## src/common/actmon_pkg.sv

```systemverilog
package actmon_pkg;

  // ----------------------------------------------------------------
  // Clock and time
  // ----------------------------------------------------------------
  localparam int unsigned CLK_HZ      = 50_000_000;
  localparam int unsigned CYC_PER_US  = CLK_HZ / 1_000_000;
  localparam int unsigned POLL_MS     = 4;
  localparam int unsigned POLL_CYC    = POLL_MS * (CLK_HZ / 1000);
  localparam int unsigned TICK_US     = 655_360;
  localparam int unsigned TICK_CYC    = TICK_US * CYC_PER_US;
  localparam int unsigned SEC_CYC     = CLK_HZ;
  localparam int unsigned CMD_DELAY_S = 1;
  localparam int unsigned ALERT_DELAY_S = 2;
  localparam int unsigned WAKE_US     = 128;
  localparam int unsigned WAKE_CYC    = WAKE_US * CYC_PER_US;
  localparam int unsigned IGN_DEB_MS  = 50;
  localparam int unsigned IGN_DEB_CYC = IGN_DEB_MS * (CLK_HZ / 1000);
  localparam int unsigned SER_SHORT_MIN = 5;
  localparam int unsigned SER_LONG_MIN  = 20;
  localparam int unsigned SER_WARN_MIN  = 1;
  localparam int unsigned SEC_PER_MIN   = 60;

  // ----------------------------------------------------------------
  // Widths and option bits
  // ----------------------------------------------------------------
  localparam int unsigned NBUS     = 4;
  localparam int unsigned CNT_W    = 8;
  localparam int unsigned SEC_W    = 11;
  localparam int unsigned DLY_W    = 28;
  localparam logic [7:0]  CNT_MAX  = 8'hff;
  localparam logic [7:0]  CNT_ZERO = 8'h00;
  localparam int unsigned PO_MASTER   = 7;
  localparam int unsigned PO_SER_EN   = 5;
  localparam int unsigned PO_SER_LONG = 4;
  localparam int unsigned PO_SER_WARN = 3;
  localparam int unsigned PO_IGN_EN   = 2;
  localparam logic [7:0]  PO_RESET    = 8'h80;
  localparam int unsigned AM_ENABLE   = 7;
  localparam int unsigned AM_STANDBY  = 5;

  typedef enum logic [1:0] {ST_RUN, ST_WAIT, ST_STANDBY} pwr_state_t;

endpackage

```

## src/rtl/rate_divider.sv

```systemverilog
`timescale 1ns/1ps
`default_nettype none

module rate_divider
  import actmon_pkg::*;
#(
  parameter int unsigned DIV = 4
) (
  input  wire logic sys_clk,
  input  wire logic rst,
  input  wire logic clr,
  output logic      tick
);

  localparam int unsigned W = $clog2(DIV + 1);
  localparam logic [W-1:0] LAST = W'(DIV - 1);

  logic [W-1:0] cnt;
  wire          at_last = (cnt == LAST);

  always_ff @(posedge sys_clk or posedge rst) begin
    if (rst) begin
      cnt  <= '0;
      tick <= 1'b0;
    end else begin
      cnt  <= (clr || at_last) ? '0 : cnt + W'(1);
      tick <= at_last && !clr;
    end
  end

endmodule

`default_nettype wire

```

## src/rtl/activity_monitor_low_power.sv

```systemverilog
// Operation
// - Sample every bus input at least once per 4 ms while enabled.
// - Mask sampling during own transmit; filter the sampled levels.
// - Count N means quiet time of N x 0.65536 s, within one step.
// - Count is eight bits and saturates at ff.
// - Return the count when the host sends the count query.
// - Monitor off after reset; enabled on first host bus send attempt.
// - Monitor held off while in bus monitoring mode.
// - Options allow warnings only, or no messages at all.
// - No standby entry unless power option bit 7 set; defaults to one.
// - Enter-standby command takes effect after one second.
// - Standby: outputs off, bus voltage low, standby control inverted, watch wakes.
// - Serial inactivity standby needs power option bits 7 and 5.
// - Serial timeout 5 or 20 minutes chosen by power option bit 4.
// - With bit 3, warn host one minute before serial timeout.
// - Serial timeout sends standby warning, standby two seconds later.
// - Bus inactivity standby needs monitor bits 7, 5 and power bit 7; timeout zero blocks.
// - Power bits 2 and 7: debounced ignition low warns, standby two seconds later.
// - In standby, wake on serial receive low of at least 128 us.
// - Bus activity wake armed only after all bus inputs seen quiet.
`timescale 1ns/1ps
`default_nettype none

module activity_monitor_low_power
  import actmon_pkg::*;
#(
  parameter int unsigned POLL_CYCLES = POLL_CYC,
  parameter int unsigned TICK_CYCLES = TICK_CYC,
  parameter int unsigned SEC_CYCLES  = SEC_CYC,
  parameter int unsigned WAKE_CYCLES = WAKE_CYC,
  parameter int unsigned IGN_CYCLES  = IGN_DEB_CYC
) (
  input  wire logic            sys_clk,
  input  wire logic            rst,
  input  wire logic [NBUS-1:0] bus_in,
  input  wire logic            tx_active,
  input  wire logic            monitor_mode,
  input  wire logic            bus_send_attempt,
  input  wire logic            rx_in,
  input  wire logic            rx_char,
  input  wire logic            enter_standby_command,
  input  wire logic            activity_count_query,
  input  wire logic [7:0]      power_options,
  input  wire logic [7:0]      activity_monitor_options,
  input  wire logic [7:0]      activity_timeout_setting,
  input  wire logic            ignition_sense_input,
  output logic                 count_valid,
  output logic [CNT_W-1:0]     count_data,
  output logic                 activity_warning_message,
  output logic                 standby_warning_message,
  output logic                 standby,
  output logic                 outputs_off,
  output logic                 bus_voltage_ctrl,
  output logic                 standby_ctrl,
  output logic                 monitor_enabled,
  output logic                 wake_event
);

  // ----------------------------------------------------------------
  // Rate enables
  // ----------------------------------------------------------------
  logic poll_tick;
  logic cnt_tick;
  logic sec_tick;

  rate_divider #(.DIV(POLL_CYCLES)) u_poll (
    .sys_clk (sys_clk),
    .rst     (rst),
    .clr     (1'b0),
    .tick    (poll_tick)
  );
  rate_divider #(.DIV(TICK_CYCLES)) u_cnt (
    .sys_clk (sys_clk),
    .rst     (rst),
    .clr     (1'b0),
    .tick    (cnt_tick)
  );
  rate_divider #(.DIV(SEC_CYCLES)) u_sec (
    .sys_clk (sys_clk),
    .rst     (rst),
    .clr     (rx_char),
    .tick    (sec_tick)
  );

  // ----------------------------------------------------------------
  // Bus sampling and filter
  // ----------------------------------------------------------------
  // A level must be seen on two polls in a row; one glitch is ignored.
  logic [NBUS-1:0] samp;
  logic [NBUS-1:0] samp_prev;
  logic [NBUS-1:0] pin_act;
  logic            armed_en;
  pwr_state_t      state;

  wire poll_en = (monitor_enabled || state == ST_STANDBY) && poll_tick;

  genvar g;
  generate
    for (g = 0; g < NBUS; g++) begin : g_pin
      always_ff @(posedge sys_clk or posedge rst) begin
        if (rst) begin
          samp[g]      <= 1'b0;
          samp_prev[g] <= 1'b0;
        end else if (poll_en) begin
          samp[g]      <= bus_in[g] && !tx_active;
          samp_prev[g] <= samp[g];
        end
      end
      assign pin_act[g] = samp[g] && samp_prev[g];
    end
  endgenerate

  wire bus_active = |pin_act;
  // Quiet must come from a fresh poll; samples frozen before standby may be stale
  wire bus_quiet  = poll_en && ~|bus_in;

  // ----------------------------------------------------------------
  // Activity count
  // ----------------------------------------------------------------
  logic [CNT_W-1:0] act_cnt;
  logic             mon_armed;

  wire cnt_sat        = (act_cnt == CNT_MAX);
  wire [CNT_W-1:0] next_act_cnt = bus_active ? CNT_ZERO
                                : (cnt_tick && !cnt_sat) ? act_cnt + CNT_W'(1)
                                : act_cnt;

  always_ff @(posedge sys_clk or posedge rst) begin
    if (rst) begin
      mon_armed <= 1'b0;
      act_cnt   <= CNT_ZERO;
    end else begin
      mon_armed <= mon_armed || bus_send_attempt;
      act_cnt   <= monitor_enabled ? next_act_cnt : CNT_ZERO;
    end
  end

  // Count is cleared to zero one cycle after disable, so only a query in that first disabled cycle sees the old value
  always_ff @(posedge sys_clk or posedge rst) begin
    if (rst) begin
      count_valid     <= 1'b0;
      count_data      <= CNT_ZERO;
      monitor_enabled <= 1'b0;
    end else begin
      count_valid     <= activity_count_query;
      if (activity_count_query) begin
        count_data <= act_cnt;
      end
      monitor_enabled <= (mon_armed || bus_send_attempt) && !monitor_mode
                         && state == ST_RUN;
    end
  end

  // ----------------------------------------------------------------
  // Standby triggers
  // ----------------------------------------------------------------
  wire master   = power_options[PO_MASTER];
  wire am_out   = activity_monitor_options[AM_ENABLE]
                  && activity_timeout_setting != CNT_ZERO;
  wire am_sleep = am_out && activity_monitor_options[AM_STANDBY];
  wire bus_idle = monitor_enabled && act_cnt >= activity_timeout_setting;

  logic am_warned;
  wire  am_warn_go  = am_out && bus_idle && !am_warned;
  wire  am_sleep_go = master && am_sleep && bus_idle;

  localparam logic [SEC_W-1:0] SER_SHORT_S = SEC_W'(SER_SHORT_MIN * SEC_PER_MIN);
  localparam logic [SEC_W-1:0] SER_LONG_S  = SEC_W'(SER_LONG_MIN * SEC_PER_MIN);
  localparam logic [SEC_W-1:0] SER_WARN_S  = SEC_W'(SER_WARN_MIN * SEC_PER_MIN);

  logic [SEC_W-1:0] ser_sec;
  wire [SEC_W-1:0]  ser_limit = power_options[PO_SER_LONG] ? SER_LONG_S
                                                           : SER_SHORT_S;
  wire ser_en      = master && power_options[PO_SER_EN];
  wire ser_warn_go = ser_en && power_options[PO_SER_WARN] && sec_tick
                     && ser_sec == ser_limit - SER_WARN_S - SEC_W'(1);
  wire ser_sleep_go = ser_en && ser_sec >= ser_limit;

  // Ignition debounce: level must hold for the full window before it counts
  localparam int unsigned IGN_W = $clog2(IGN_CYCLES + 1);
  logic [IGN_W-1:0] ign_cnt;
  logic             ign_stable;
  wire ign_settled = (ign_cnt == IGN_W'(IGN_CYCLES - 1));
  wire ign_sleep_go = master && power_options[PO_IGN_EN] && !ign_stable;

  always_ff @(posedge sys_clk or posedge rst) begin
    if (rst) begin
      ign_cnt    <= '0;
      ign_stable <= 1'b1;
    end else if (ignition_sense_input == ign_stable) begin
      ign_cnt <= '0;
    end else if (ign_settled) begin
      ign_cnt    <= '0;
      ign_stable <= ignition_sense_input;
    end else begin
      ign_cnt <= ign_cnt + IGN_W'(1);
    end
  end

  // ----------------------------------------------------------------
  // Wake detection
  // ----------------------------------------------------------------
  localparam int unsigned WK_W = $clog2(WAKE_CYCLES + 1);
  logic [WK_W-1:0] rx_low_cnt;
  logic            ign_prev;
  wire rx_wake  = (rx_low_cnt == WK_W'(WAKE_CYCLES - 1)) && !rx_in;
  wire bus_wake = armed_en && bus_active;
  wire ign_wake = ign_stable && !ign_prev;
  wire any_wake = rx_wake || bus_wake || ign_wake;

  always_ff @(posedge sys_clk or posedge rst) begin
    if (rst) begin
      rx_low_cnt <= '0;
      ign_prev   <= 1'b1;
    end else begin
      ign_prev   <= ign_stable;
      rx_low_cnt <= (rx_in || state != ST_STANDBY || rx_wake) ? '0
                    : rx_low_cnt + WK_W'(1);
    end
  end

  // ----------------------------------------------------------------
  // Power state machine
  // ----------------------------------------------------------------
  localparam logic [DLY_W-1:0] CMD_DLY = DLY_W'(CMD_DELAY_S * SEC_CYCLES);
  localparam logic [DLY_W-1:0] ALR_DLY = DLY_W'(ALERT_DELAY_S * SEC_CYCLES);

  logic [DLY_W-1:0] dly;
  wire  alert_go = am_sleep_go || ser_sleep_go || ign_sleep_go;
  wire  dly_done = (dly == '0);

  always_ff @(posedge sys_clk or posedge rst) begin
    if (rst) begin
      state                    <= ST_RUN;
      dly                      <= '0;
      ser_sec                  <= '0;
      am_warned                <= 1'b0;
      armed_en                 <= 1'b0;
      activity_warning_message <= 1'b0;
      standby_warning_message  <= 1'b0;
      wake_event               <= 1'b0;
    end else begin
      activity_warning_message <= (ser_warn_go || am_warn_go) && state == ST_RUN;
      standby_warning_message  <= 1'b0;
      wake_event               <= 1'b0;
      am_warned <= bus_idle ? (am_warned || am_warn_go) : 1'b0;
      if (rx_char || state == ST_STANDBY) begin
        ser_sec <= '0;
      end else if (sec_tick && ser_sec < ser_limit) begin
        ser_sec <= ser_sec + SEC_W'(1);
      end
      unique case (state)
        ST_RUN: begin
          if (master && enter_standby_command) begin
            dly   <= CMD_DLY - DLY_W'(1);
            state <= ST_WAIT;
          end else if (alert_go) begin
            standby_warning_message <= 1'b1;
            dly   <= ALR_DLY - DLY_W'(1);
            state <= ST_WAIT;
          end
        end
        ST_WAIT: begin
          dly <= dly - DLY_W'(!dly_done);
          if (dly_done) begin
            armed_en <= 1'b0;
            state    <= ST_STANDBY;
          end
        end
        ST_STANDBY: begin
          // Arming waits for quiet so a manual standby on a busy bus holds
          armed_en <= armed_en || bus_quiet;
          if (any_wake) begin
            wake_event <= 1'b1;
            state      <= ST_RUN;
          end
        end
      endcase
    end
  end

  // ----------------------------------------------------------------
  // Pin states
  // ----------------------------------------------------------------
  always_ff @(posedge sys_clk or posedge rst) begin
    if (rst) begin
      standby          <= 1'b0;
      outputs_off      <= 1'b0;
      bus_voltage_ctrl <= 1'b1;
      standby_ctrl     <= 1'b0;
    end else begin
      standby          <= state == ST_STANDBY;
      outputs_off      <= state == ST_STANDBY;
      bus_voltage_ctrl <= state != ST_STANDBY;
      standby_ctrl     <= state == ST_STANDBY;
    end
  end

endmodule

`default_nettype wire

```

## config.mk

```make
export PLATFORM = sky130hd
export DESIGN_NAME = activity_monitor_low_power
export DESIGN_NICKNAME = d
export VERILOG_FILES = /design/src/common/actmon_pkg.sv /design/src/rtl/rate_divider.sv /design/src/rtl/activity_monitor_low_power.sv
export SDC_FILE = /design/constraint.sdc
export NUM_CORES = 1
export LEC_CHECK = 0
export ABC_AREA = 1
export BUFFER_PORTS_ARGS = -buffer_cell sky130_fd_sc_hd__buf_2
export CAP_MARGIN = 20
export CORE_MARGIN = 3
export CORE_UTILIZATION = 55
export DETAILED_ROUTE_END_ITERATION = 12
export PLACE_DENSITY = 0.84
export SLEW_MARGIN = 0
export SYNTH_ARGS = -nofsm -noshare
export SYNTH_HDL_FRONTEND = slang
export SYNTH_SLANG_ARGS = --single-unit
```

## constraint.sdc

```tcl
create_clock -name sys_clk -period 15.1 [get_ports sys_clk]
set_input_delay 1.51 -clock sys_clk [delete_from_list [all_inputs] [get_ports sys_clk]]
set_output_delay 1.51 -clock sys_clk [all_outputs]
set_load 0.01 [all_outputs]
```

# Yosys cells after proc, flatten, opt, wreduce, memory -nomap -nowiden
# Cells that the tools add are included.
[totals] ff_bits=184 latchBits=0 mem_bits_rw=0 mem_bits_ro=0 input_bits=38 output_inout_bits=17 n_memories=0
[op_classes] add_sub_neg=10 multipliers=0 n_div=0 n_lt_le_gt_ge=3 n_eq_ne=15 shift=0 muxes=28 n_bitwise=1 n_reduce_logical=69
[ops] op="2-to-1 mux 28 bit" count=2
[ops] op="one-hot mux 28 bit (2 select lines)" count=1
[ops] op="2-to-1 mux 22 bit" count=2
[ops] op="logical AND 1 bit" count=34
[ops] op="2-to-1 mux 11 bit" count=3
[ops] op="logical NOT 28 bit" count=1
[ops] op="subtractor 28 x 1 -> 28 bit" count=1
[ops] op="adder 26 x 1 -> 26 bit, second input constant" count=1
[ops] op="== test 26 bit, second input constant" count=1
[ops] op="2-to-1 mux 26 bit" count=1
[ops] op="adder 25 x 1 -> 25 bit, second input constant" count=1
[ops] op="== test 25 bit, second input constant" count=1
[ops] op="2-to-1 mux 25 bit" count=1
[ops] op="2-to-1 mux 8 bit" count=3
[ops] op="adder 22 x 1 -> 22 bit, second input constant" count=1
[ops] op="== test 22 bit, second input constant" count=1
[ops] op="adder 18 x 1 -> 18 bit, second input constant" count=1
[ops] op="== test 18 bit, second input constant" count=1
[ops] op="2-to-1 mux 18 bit" count=1
[ops] op="adder 13 x 1 -> 13 bit, second input constant" count=1
[ops] op="== test 13 bit, second input constant" count=1
[ops] op="logical OR 1 bit" count=13
[ops] op="2-to-1 mux 13 bit" count=1
[ops] op="adder 11 x 1 -> 11 bit, second input constant" count=1
[ops] op="other kinds (26)" count=51

# Depth between registers and ports, before layout
# Gate-level depths: netlist of the first run.
[depth] ltp_word=10 ltp_mapped=18 mapped_depth_nobuf=18

# By module
# Synthesis of the first run repeated with hierarchy kept, for this count alone.
[unflattened] hier_cells=1479 hier_area_um2=10870.4
[by_module_without_submodules] mod="activity_monitor_low_power" instances=1 cells_each=910 area_per_inst_um2=6736.5
[by_module_without_submodules] mod="rate_divider at u_sec" instances=1 cells_each=228 area_per_inst_um2=1622.8
[by_module_without_submodules] mod="rate_divider at u_cnt" instances=1 cells_each=207 area_per_inst_um2=1467.7
[by_module_without_submodules] mod="rate_divider at u_poll" instances=1 cells_each=134 area_per_inst_um2=1043.5

# Worst setup path before layout of the first run
# No wires, ideal clock.
[synth_path] path_type="input -> register" from="input power_options[4]" to="register dly[17]" t_arrival_ps=2785 setup_slack_ps=12199 cell_stages=14 path_cell_list="inv_1 ha_1 nand2_1 nor2_2 inv_2 nor2_1 nor2_2 nand3_1 nand2_2 nand4_4 nand2_4 buf_6 nand2_1 nand2_1"
[synth_between] elab_chain_cells=7
[synth_rtl] item="start: declaration" line_no="activity_monitor_low_power.sv:43" rtl="input wire logic [7:0] power_options,"
[synth_rtl] item="2-to-1 mux 11 bit" line_no="activity_monitor_low_power.sv:172" rtl="wire [SEC_W-1:0] ser_limit = power_options[PO_SER_LONG] ? SER_LONG_S"
[synth_rtl] item="greater-or-equal comparator 11 bit" line_no="activity_monitor_low_power.sv:177" rtl="wire ser_sleep_go = ser_en && ser_sec >= ser_limit;"
[synth_rtl] item="logical AND 1 bit" line_no="activity_monitor_low_power.sv:177"
[synth_rtl] item="logical OR 1 bit (2 in a row)" line_no="activity_monitor_low_power.sv:229" rtl="wire alert_go = am_sleep_go || ser_sleep_go || ign_sleep_go;"
[synth_rtl] item="!= test 3 x 2 -> 1 bit (no source line)"
[synth_rtl] item="AND reduction 2 bit (no source line)"
[synth_rtl] item="end signal: assignment" line_no="activity_monitor_low_power.sv:255" rtl="dly <= CMD_DLY - DLY_W'(1);"
[synth_rtl] item="end signal: assignment" line_no="activity_monitor_low_power.sv:259" rtl="dly <= ALR_DLY - DLY_W'(1);"
[synth_rtl] item="end signal: assignment" line_no="activity_monitor_low_power.sv:264" rtl="dly <= dly - DLY_W'(!dly_done);"
[synth_rtl] item="end: declaration" line_no="activity_monitor_low_power.sv:228" rtl="logic [DLY_W-1:0] dly;"
# Every way passes these cells.
# A chain may end at the register's enable or synchronous reset.

# Worst setup path after layout of the first run
[layout_path] from="input power_options[4]" to="register dly[0]"
# Same word-level chain as after synthesis.

==> results.txt, run 1 <==
worst-case clock skew -> 7.88 ps
Max-Slew Margin vs Limit -> 32.7%
overall via count from detail_route -> 8789
largest stage delay on the critical path -> 460 ps
first drt pass iteration count -> 5
dominant cell by count in the synthesized netlist -> sky130_fd_sc_hd__nand2_1
CTS Hold Buffers Added -> 0
share of layout cells above drive strength 1 -> 10.6%
source-to-sink clock delay at the later pin of the worst-skew pair -> 430 ps
outcome -> complete, no violations
maximum level of the CTS H-tree -> 4
Synth Net Count -> 1417
transition time at the pin with the least slew margin -> 1010 ps
initial antenna violation count -> 0
dominant cells by area after synthesis -> sky130_fd_sc_hd__dfrtp_1, sky130_fd_sc_hd__nand2_1, sky130_fd_sc_hd__nor2_1
horizontal extent of the die -> 144 um
number of antenna diodes -> 0
TritonCTS buffer count -> 17
Max Buffers Root-to-Sink -> 2
# setup viols final -> 0
CTS resizes -> 0
Clock Pin Slew Worst Setup and Hold Paths -> 70 ps
FMAX -> 0.300 GHz
data arrival at the endpoint of the critical path -> 3700 ps
share of flip-flops with an asynchronous set or reset after synthesis -> 100%
largest net degree at the start of global routing -> 121
CTS root buffer -> sky130_fd_sc_hd__clkbuf_16
number of sinks driven by the clock tree -> 184
top-level port count -> 55
DRC -> 0
Worst Path Required -> 15460 ps
count of routing violations after the opening detailed-route iteration -> 659
crit-path cells -> buf_2 -> inv_1 -> ha_1 -> nand2_1 -> nor2_1 -> nand2_1 -> nor2_1 -> nor2_2 -> nand3_1 -> nand2_2 -> nand4_4 -> nand2_4 -> nand2_1 -> nand2_1
per-cell via count in the routed design -> 5.37
shortest period the worst path allows -> 3340 ps
endpoints failing hold -> 0
post-detailed-route wirelength per cell -> 13.5 um
Congestion Overflow GR -> 0
final core utilization -> 62.2%
post-CTS setup repair buffer count -> 0
Tot GR Track Use -> 22.4%
kind of start point of the critical path -> input pin
CTS tree -> done
main flop type after synthesis -> sky130_fd_sc_hd__dfrtp_1
layout net count -> 1461
fraction of power spent switching nets -> 34.8%
area of the mapped netlist -> 10400 um2
number of distinct standard cells referenced by the synthesized netlist -> 49
setup TNS -> 0 ps
path type of the worst min-delay path -> register to register
Initial Utilization -> 56.9%
Post-synth top cells -> sky130_fd_sc_hd__nand2_1, sky130_fd_sc_hd__nor2_1, sky130_fd_sc_hd__dfrtp_1
full die area -> 20600 um2
buffer and inverter count on the worst path -> 2
switching power summed over all nets -> 0.000466 W
number of buffers added on ports -> 45
post-synthesis area per instance -> 7.69 um2
internal power of the cells -> 0.000874 W
row cnt -> 49
top cell type by total area after synthesis -> sky130_fd_sc_hd__dfrtp_1
synthesized instance count -> 1352
y dimension of the die -> 144 um
Synth-to-Final Area Change -> 9.32%
VDD IR-drop max -> 0.0897 mV
Yosys Warn Count -> 0
cell family with most CP delay -> simple AND/OR/NAND/NOR gates
total of max-cap violations -> 0
fraction of power consumed by sequential logic -> 43.4%
most used cell, CP -> sky130_fd_sc_hd__nand2_1
proportion of synthesized chip area in sequential cells -> 44.3%
Pwr Density -> 118 nW/um2
number of enable flip-flop cells after synthesis -> 0
Period Utilization, post-route -> 22.1%
max-slew violation count -> 0
leakage dissipation -> 5.44 nW
total wire length after detailed routing -> 22200 um
flip-flop and latch count after synthesis -> 184
via count of the first global-routing pass -> 8468
area of the core -> 18300 um2
RSZ-0062 raised after global routing -> no
CP max stage cell -> sky130_fd_sc_hd__nand2_4
filler instances -> 1522
Antenna Nets Post-Route -> 0
Crit Path Category -> input pin to register
first-pass GRT wire length -> 37900 um
Comb power frac -> 24.4%
detailed placement HPWL -> 15600 um
Clock Power Share -> 32.2%
top fanout value on the critical path -> 32
GPL Wtd Cong -> 0.926
capturing element type of the critical path -> register
Synth top area share -> 43.5%
## kinds of logic after synthesis
kind of cell | synth area share (%)
multiplexers | 0.108
AO/OA/AOI/OAI | 5.81
XOR/XNOR | 4.46
AND/OR/NAND/NOR | 34.4
flip-flops | 44.3
buffers and inverters | 7.70
adder cells (fa/ha/maj) | 3.25
## metrics by stage
step	total power, W	hold WS, ps	cell area [um2]	std cells	worst slack (ps)
3_5_place_dp	0.000908	385	10800	1606	11360
2_1_floorplan	0.000840	371	10400	1352	8590
4_1_cts	0.00135	395	11400	1638	11790
6_report	0.00134	395	11400	1638	11760
3_3_place_gp	0.000897	384	10800	1606	11430
5_1_grt	0.00142	407	11400	1638	11530
## area by class of cell
class	count	area [um2]	area share, %
Inverter	181	687	6.04
Multi-Input combinational cell	966	4990	43.9
Sequential cell	184	4610	40.5
Tap cell	229	287	2.52
Timing Repair Buffer	46	233	2.05
Clock buffer	20	447	3.93
Clock inverter	12	118	1.03
## cells in the final DEF (no fill, tap or decap), types with 3 or more instances in the layout
master and instances:
sky130_fd_sc_hd__nor3_2 5, sky130_fd_sc_hd__nor4_1 12, sky130_fd_sc_hd__o21a_1 6, sky130_fd_sc_hd__ha_1 27, sky130_fd_sc_hd__inv_1 172, sky130_fd_sc_hd__clkinvlp_4 3
sky130_fd_sc_hd__dfstp_2 3, sky130_fd_sc_hd__nand3_1 116, sky130_fd_sc_hd__nand3_2 8, sky130_fd_sc_hd__xor2_1 35, sky130_fd_sc_hd__o21ai_0 47, sky130_fd_sc_hd__inv_6 4
sky130_fd_sc_hd__nand4_1 28, sky130_fd_sc_hd__xnor2_1 18, sky130_fd_sc_hd__nor3_1 45, sky130_fd_sc_hd__buf_2 45, sky130_fd_sc_hd__nor2_2 21, sky130_fd_sc_hd__nor3b_1 13
sky130_fd_sc_hd__nand3b_1 5, sky130_fd_sc_hd__and3_1 3, sky130_fd_sc_hd__or2_2 5, sky130_fd_sc_hd__nand2_1 296, sky130_fd_sc_hd__dfrtp_1 181, sky130_fd_sc_hd__inv_2 7
sky130_fd_sc_hd__nand2_2 8, sky130_fd_sc_hd__nor2_1 187, sky130_fd_sc_hd__o21ai_1 5, sky130_fd_sc_hd__a21oi_1 48, sky130_fd_sc_hd__nor3b_2 3, sky130_fd_sc_hd__nor2_4 3
sky130_fd_sc_hd__clkbuf_16 17
## path summary, 6_finish.rpt
| path | startpoint | end | slack (ps) | depth (start not counted) |
|---|---|---|---|---|
| min in group asynchronous | rst | dly[14]$_DFFE_PP0P_ | 1250 | 2 |
| max in group asynchronous | rst | u_sec.cnt[3]$_DFF_PP0_ | 12540 | 3 |
| min | ign_stable$_DFFE_PP1P_ | ign_prev$_DFF_PP1_ | 400 | 0 |
| min reg2reg | ign_stable$_DFFE_PP1P_ | ign_prev$_DFF_PP1_ | 400 | 0 |
| max | power_options[4] | dly[0]$_DFFE_PP0P_ | 11760 | 14 |
| max reg2reg | state[1]$_DFFE_PP0P_ | dly[0]$_DFFE_PP0P_ | 11880 | 7 |
## power by group through the flow
stage	clock network [W]	logic [W]	registers, W
final	0.000431	0.000327	0.000582
after global routing	0.000461	0.000376	0.000588
after CTS	0.000439	0.000326	0.000580
after detailed placement	0	0.000320	0.000588
after global placement	0	0.000310	0.000588
after floorplan	0	0.000260	0.000580
## metal layers
metal  vias to the layer above  global-route usage [%]  wire [um]  share of wire (%)
met5                         -                       0          0                  0
met4                         0                    6.84        334                1.5
met3                        24                    2.86        822                3.7
met2                       191                    37.0      10500                 47
met1                      4130                    31.0      10500                 48
li1                       4444                       -          -                  -
## flip-flops by register name, indices dropped and copies added (netlist names), 2 cells and up
name and count:
count_data 8, u_poll.cnt 18, u_sec.cnt 26, ser_sec 11, ign_cnt 22, dly 28, rx_low_cnt 13, samp 4
state 2, samp_prev 4, u_cnt.cnt 25, act_cnt 8
Power figures use the tool's default switching activity.
==> run 2, diff against run 1 <==
PLACE_DENSITY = 0.87   (was 0.84)
clock period = 2.8 ns   (was 15.1 ns; I/O delays follow)
==> results.txt, run 2 (synthesis results as in run 1) <==
outcome -> complete, no violations
register name with the most flops -> dly
total of max-cap violations -> 0
shortest period the worst path allows -> 2560 ps
layout net count -> 1473
Antenna Nets Post-Route -> 0
buffer and inverter count on the worst path -> 2
CP max stage cell -> sky130_fd_sc_hd__dfrtp_1
Tot GR Track Use -> 24.2%
number of buffers added on ports -> 45
Hold Crit Endpoint -> mon_armed$_DFF_PP0_
detailed placement HPWL -> 16800 um
top-level port count -> 55
first-pass GRT wire length -> 41000 um
Crit Path Category -> register to register
Synth-to-Final Area Change -> 11.0%
number of antenna diodes -> 0
biggest registers after layout -> dly: 28 flops, u_sec.cnt: 26 flops, u_cnt.cnt: 25 flops
leakage dissipation -> 5.53 nW
capturing element type of the critical path -> register
path depth of the worst reg2reg path -> 17
RSZ-0062 raised after global routing -> yes
VDD IR-drop max -> 0.470 mV
Worst Path Required -> 3170 ps
number of sinks driven by the clock tree -> 184
crit-path cells -> nor2_1 -> nand3_1 -> nor2_2 -> nand2_1 -> nor2_1 -> inv_1 -> ha_1 -> ha_1 -> nand3_1 -> nor2_2 -> nand2_1 -> inv_1 -> nand2_1 -> nor2_1 -> o21ai_0 -> nand3_1 -> nand2_1
CTS root buffer -> sky130_fd_sc_hd__clkbuf_16
most common library cell in the layout ignoring fill and taps -> sky130_fd_sc_hd__nand2_1
Period Utilization, post-route -> 91.5%
Max Buffers Root-to-Sink -> 2
most used cell, CP -> sky130_fd_sc_hd__nand2_1
overall via count from detail_route -> 9024
worst-case clock skew -> 8.40 ps
Congestion Overflow GR -> 0
final core utilization -> 63.2%
y dimension of the die -> 144 um
finished layout cell area -> 11500 um2
transition time at the pin with the least slew margin -> 625 ps
number of cells on the worst hold path -> 3
start point of the worst hold path -> bus_send_attempt
post-detailed-route wirelength per cell -> 14.2 um
placed standard-cell area -> 10900 um2
reg-to-reg endpoint -> dly[24]$_DFFE_PP0P_
DRC -> 0
max reg flops -> 28
largest net degree at the start of global routing -> 78
launching point of the worst reg2reg path -> dly[17]$_DFFE_PP0P_
first drt pass iteration count -> 6
total wire length after detailed routing -> 23400 um
top fanout value on the critical path -> 5
max-slew violation count -> 0
TritonCTS buffer count -> 17
setup TNS -> 0 ps
maximum level of the CTS H-tree -> 4
flop2flop setup slack -> 240 ps
per-cell via count in the routed design -> 5.47
CTS tree -> done
cell family with most CP delay -> simple AND/OR/NAND/NOR gates
endpoints failing hold -> 0
Clock Pin Slew Worst Setup and Hold Paths -> 70 ps
worst hold margin -> 46.0 ps
data arrival at the endpoint of the critical path -> 2930 ps
via count of the first global-routing pass -> 8991
initial antenna violation count -> 1
share of layout cells above drive strength 1 -> 11.5%
largest stage delay on the critical path -> 430 ps
area of the core -> 18300 um2
full die area -> 20600 um2
Initial Utilization -> 56.9%
kind of start point of the critical path -> register
GPL Wtd Cong -> 0.938
source-to-sink clock delay at the later pin of the worst-skew pair -> 440 ps
count of routing violations after the opening detailed-route iteration -> 812
Max-Slew Margin vs Limit -> 58.2%
# setup viols final -> 0
commonest cells after routing, fill and taps aside -> sky130_fd_sc_hd__nand2_1, sky130_fd_sc_hd__nor2_1, sky130_fd_sc_hd__dfrtp_1
path type of the worst min-delay path -> input pin to register
row cnt -> 49
Pwr Density -> 648 nW/um2
post-CTS setup repair buffer count -> 0
horizontal extent of the die -> 144 um
FMAX -> 0.390 GHz
run 2: cell types whose count changed in the layout (fill, tap and decap cells not counted), moves of 2 or more:
cell,delta
sky130_fd_sc_hd__nor2_2,+4
sky130_fd_sc_hd__clkinv_4,+3
sky130_fd_sc_hd__buf_12,+2
sky130_fd_sc_hd__buf_4,+8
sky130_fd_sc_hd__bufinv_16,+2
sky130_fd_sc_hd__dlygate4sd3_1,+2
sky130_fd_sc_hd__nor2_1,-4
sky130_fd_sc_hd__inv_6,-2
run 2: metal layers:
layer | GRT usage (%) | vias up | routed length (um)
li1 | - | 4465 | -
met1 | 31.0 | 4235 | 9990
met2 | 41.6 | 271 | 11700
met3 | 4.69 | 51 | 1180
met4 | 8.23 | 2 | 499
met5 | 0 | - | 13
run 2: where the power goes:
part / leakage [nW] / switching [W] / total, W / internal, W
Clock: 0.297 / 0.00107 / 0.00251 / 0.00145
Combinational: 2.80 / 0.00123 / 0.00182 / 0.000590
Sequential: 2.43 / 0.000233 / 0.00314 / 0.00291
run 2: area by class of cell:
cell class	count	area (um2)
Inverter	181	683
Tap cell	229	287
Timing Repair Buffer	58	353
Fill cell	1512	6720
Multi-Input combinational cell	966	5000
Clock buffer	20	447
Clock inverter	12	166
Sequential cell	184	4610
run 2: what timing repair did:
action / 4_1_cts / 5_1_grt
hold buffers: 2 / 0
resized for setup: 0 / 4
setup endpoints to repair: 0 / 4
hold endpoints to repair: 13 / 0
run 2: worst min-delay path, stage by stage:
cell,delay [ps]
sky130_fd_sc_hd__buf_2,70
sky130_fd_sc_hd__nor2_1,50
sky130_fd_sc_hd__inv_1,50
run 2: worst max path at each step:
stage	depth (start not counted)	from	slack (ps)	end
global placement	18	dly[19]$_DFFE_PP0P_	350	dly[26]$_DFFE_PP0P_
global route	16	dly[21]$_DFFE_PP0P_	-20	dly[12]$_DFFE_PP0P_
CTS	17	dly[19]$_DFFE_PP0P_	230	dly[24]$_DFFE_PP0P_
floorplan	1	rst	160	act_cnt[0]$_DFFE_PP0P_
detailed placement	17	dly[19]$_DFFE_PP0P_	300	dly[24]$_DFFE_PP0P_
finish	17	dly[17]$_DFFE_PP0P_	240	dly[24]$_DFFE_PP0P_
run 2: through the flow:
stage,cells,total power (W),worst slack (ps)
after floorplan,1352,0.00453,158
after global placement,1616,0.00490,352
after detailed placement,1616,0.00497,302
after CTS,1650,0.00749,235
after global routing,1650,0.00792,-15.8
final,1650,0.00748,239
==> run 3, diff against run 2 <==
PLACE_DENSITY = 0.84   (was 0.87)
clock period = 3.1 ns   (was 2.8 ns; I/O delays follow)
==> results.txt, run 3 (synthesis results as in run 1) <==
outcome -> complete, no violations
max-slew violation count -> 0
transition time at the pin with the least slew margin -> 674 ps
top-level port count -> 55
placed standard-cell area -> 10900 um2
shortest period the worst path allows -> 2630 ps
number of sinks driven by the clock tree -> 184
Crit Path Category -> register to register
Max-Slew Margin vs Limit -> 55.0%
share of layout cells above drive strength 1 -> 10.9%
count of routing violations after the opening detailed-route iteration -> 746
worst-case clock skew -> 12.1 ps
Synth-to-Final Area Change -> 9.87%
endpoints failing hold -> 0
RSZ-0062 raised after global routing -> no
GPL Wtd Cong -> 0.939
flop2flop setup slack -> 470 ps
total met3 wirelength after detailed routing -> 1220 um
Max Used Layer -> met4
register name with the most flops -> dly
placed cell count -> 1612
maximum level of the CTS H-tree -> 4
via count of the first global-routing pass -> 8582
path type of the worst min-delay path -> input pin to register
DRC -> 0
number of buffers added on ports -> 45
post-detailed-route wirelength per cell -> 13.6 um
full die area -> 20600 um2
horizontal extent of the die -> 144 um
Max Buffers Root-to-Sink -> 2
overall via count from detail_route -> 8870
max reg flops -> 28
CTS resizes -> 0
Worst Path Required -> 3430 ps
top fanout value on the critical path -> 6
data arrival at the endpoint of the critical path -> 2950 ps
reg-to-reg endpoint -> dly[26]$_DFFE_PP0P_
CTS root buffer -> sky130_fd_sc_hd__clkbuf_16
Antenna Nets Post-Route -> 0
path depth of the worst reg2reg path -> 18
routed wl met2 -> 10600 um
detailed placement HPWL -> 16100 um
Setup crit start -> dly[10]$_DFFE_PP0P_
leakage dissipation -> 5.46 nW
biggest registers after layout -> dly: 28 flops, u_sec.cnt: 26 flops, u_cnt.cnt: 25 flops
# setup viols final -> 0
Clock Pin Slew Worst Setup and Hold Paths -> 70 ps
fin cells -> 1646
Pwr Density -> 570 nW/um2
most common library cell in the layout ignoring fill and taps -> sky130_fd_sc_hd__nand2_1
setup TNS -> 0 ps
kind of start point of the critical path -> register
CTS Hold Buffers Added -> 1
source-to-sink clock delay at the later pin of the worst-skew pair -> 440 ps
launching point of the worst reg2reg path -> dly[10]$_DFFE_PP0P_
routed length on met1 -> 10300 um
y dimension of the die -> 144 um
initial antenna violation count -> 0
filler instances -> 1531
total wire length after detailed routing -> 22400 um
row cnt -> 49
CTS tree -> done
total of max-cap violations -> 0
per-cell via count in the routed design -> 5.39
layout net count -> 1468
area of the core -> 18300 um2
first-pass GRT wire length -> 39300 um
TritonCTS buffer count -> 17
crit path to -> dly[26]$_DFFE_PP0P_
post-CTS setup repair buffer count -> 0
FMAX -> 0.381 GHz
Tot GR Track Use -> 23.2%
capturing element type of the critical path -> register
finished layout cell area -> 11400 um2
worst hold margin -> 24.8 ps
largest net degree at the start of global routing -> 64
VDD IR-drop max -> 0.370 mV
Initial Utilization -> 56.9%
Period Utilization, post-route -> 84.7%
first drt pass iteration count -> 5
Congestion Overflow GR -> 0
commonest cells after routing, fill and taps aside -> sky130_fd_sc_hd__nand2_1, sky130_fd_sc_hd__nor2_1, sky130_fd_sc_hd__dfrtp_1
==> run 3: cell count changes in the layout (fill, tap and decap cells not counted), sizes merged <==
cell         before  now
bufinv            3    1
clkinvlp          2    5
buf              56   52
dlygate4sd3       2    1
diode             0    1
clkinv            6    7
inv             182  181
clkbuf           20   19
==> run 3: how the worst min path moves through the flow <==
stage                         start  cells past startpoint                         to  slack [ps]
6_report               monitor_mode                      2  monitor_enabled$_DFF_PP0_          20
5_1_grt                monitor_mode                      2  monitor_enabled$_DFF_PP0_          20
4_1_cts                monitor_mode                      2  monitor_enabled$_DFF_PP0_          20
3_5_place_dp                    rst                      2    u_cnt.cnt[17]$_DFF_PP0_         370
3_3_place_gp                    rst                      2    u_cnt.cnt[17]$_DFF_PP0_         360
2_1_floorplan  activity_count_query                      0      count_valid$_DFF_PP0_         340
==> run 3: final cells by class <==
type / count / area (um2) / area share (%)
clock buffers: 19 / 433 / 3.79
diodes: 1 / 2.50 / 0.0219
repair buffers: 53 / 300 / 2.63
multi-input cells: 966 / 4990 / 43.7
flip-flops and latches: 184 / 4610 / 40.3
inverters: 181 / 683 / 5.98
clock inverters: 13 / 123 / 1.07
well taps: 229 / 287 / 2.51
==> run 3: worst max-delay path: stages (launching register included) <==
cell,delay [ps]
sky130_fd_sc_hd__dfrtp_1,440
sky130_fd_sc_hd__nor2_1,290
sky130_fd_sc_hd__nand2_1,110
sky130_fd_sc_hd__nor2_1,170
sky130_fd_sc_hd__nand2_1,90
sky130_fd_sc_hd__nor2_1,150
sky130_fd_sc_hd__inv_1,60
sky130_fd_sc_hd__ha_1,190
sky130_fd_sc_hd__ha_1,210
sky130_fd_sc_hd__nand3_1,140
sky130_fd_sc_hd__nor2_2,90
sky130_fd_sc_hd__nand2_1,180
sky130_fd_sc_hd__nor2_1,70
sky130_fd_sc_hd__nand2_1,60
sky130_fd_sc_hd__nand2_1,50
sky130_fd_sc_hd__nand2_1,60
sky130_fd_sc_hd__nand2_1,50
sky130_fd_sc_hd__nand3_1,80
sky130_fd_sc_hd__nand2_1,50
==> run 3: metal layers <==
| layer | track usage [%] | vias to the layer above |
|---|---|---|
| met2 | 37.6 | 217 |
| met5 | 0 | - |
| met1 | 32.4 | 4161 |
| li1 | - | 4462 |
| met4 | 6.39 | 0 |
| met3 | 4.23 | 30 |
==> run 3: per-stage QoR <==
stage | power (W) | utilization (%) | setup WS [ps]
finish | 0.00651 | 62.6 | 474
global route | 0.00694 | 62.5 | 216
CTS | 0.00653 | 62.5 | 493
detailed placement | 0.00447 | 59.5 | 555
global placement | 0.00441 | 59.5 | 584
floorplan | 0.00409 | - | 428
==> run 3: report_power, final <==
part	internal (W)	switching, W
clock	0.00111	0.000964
combinational	0.000516	0.00109
sequential	0.00263	0.000202
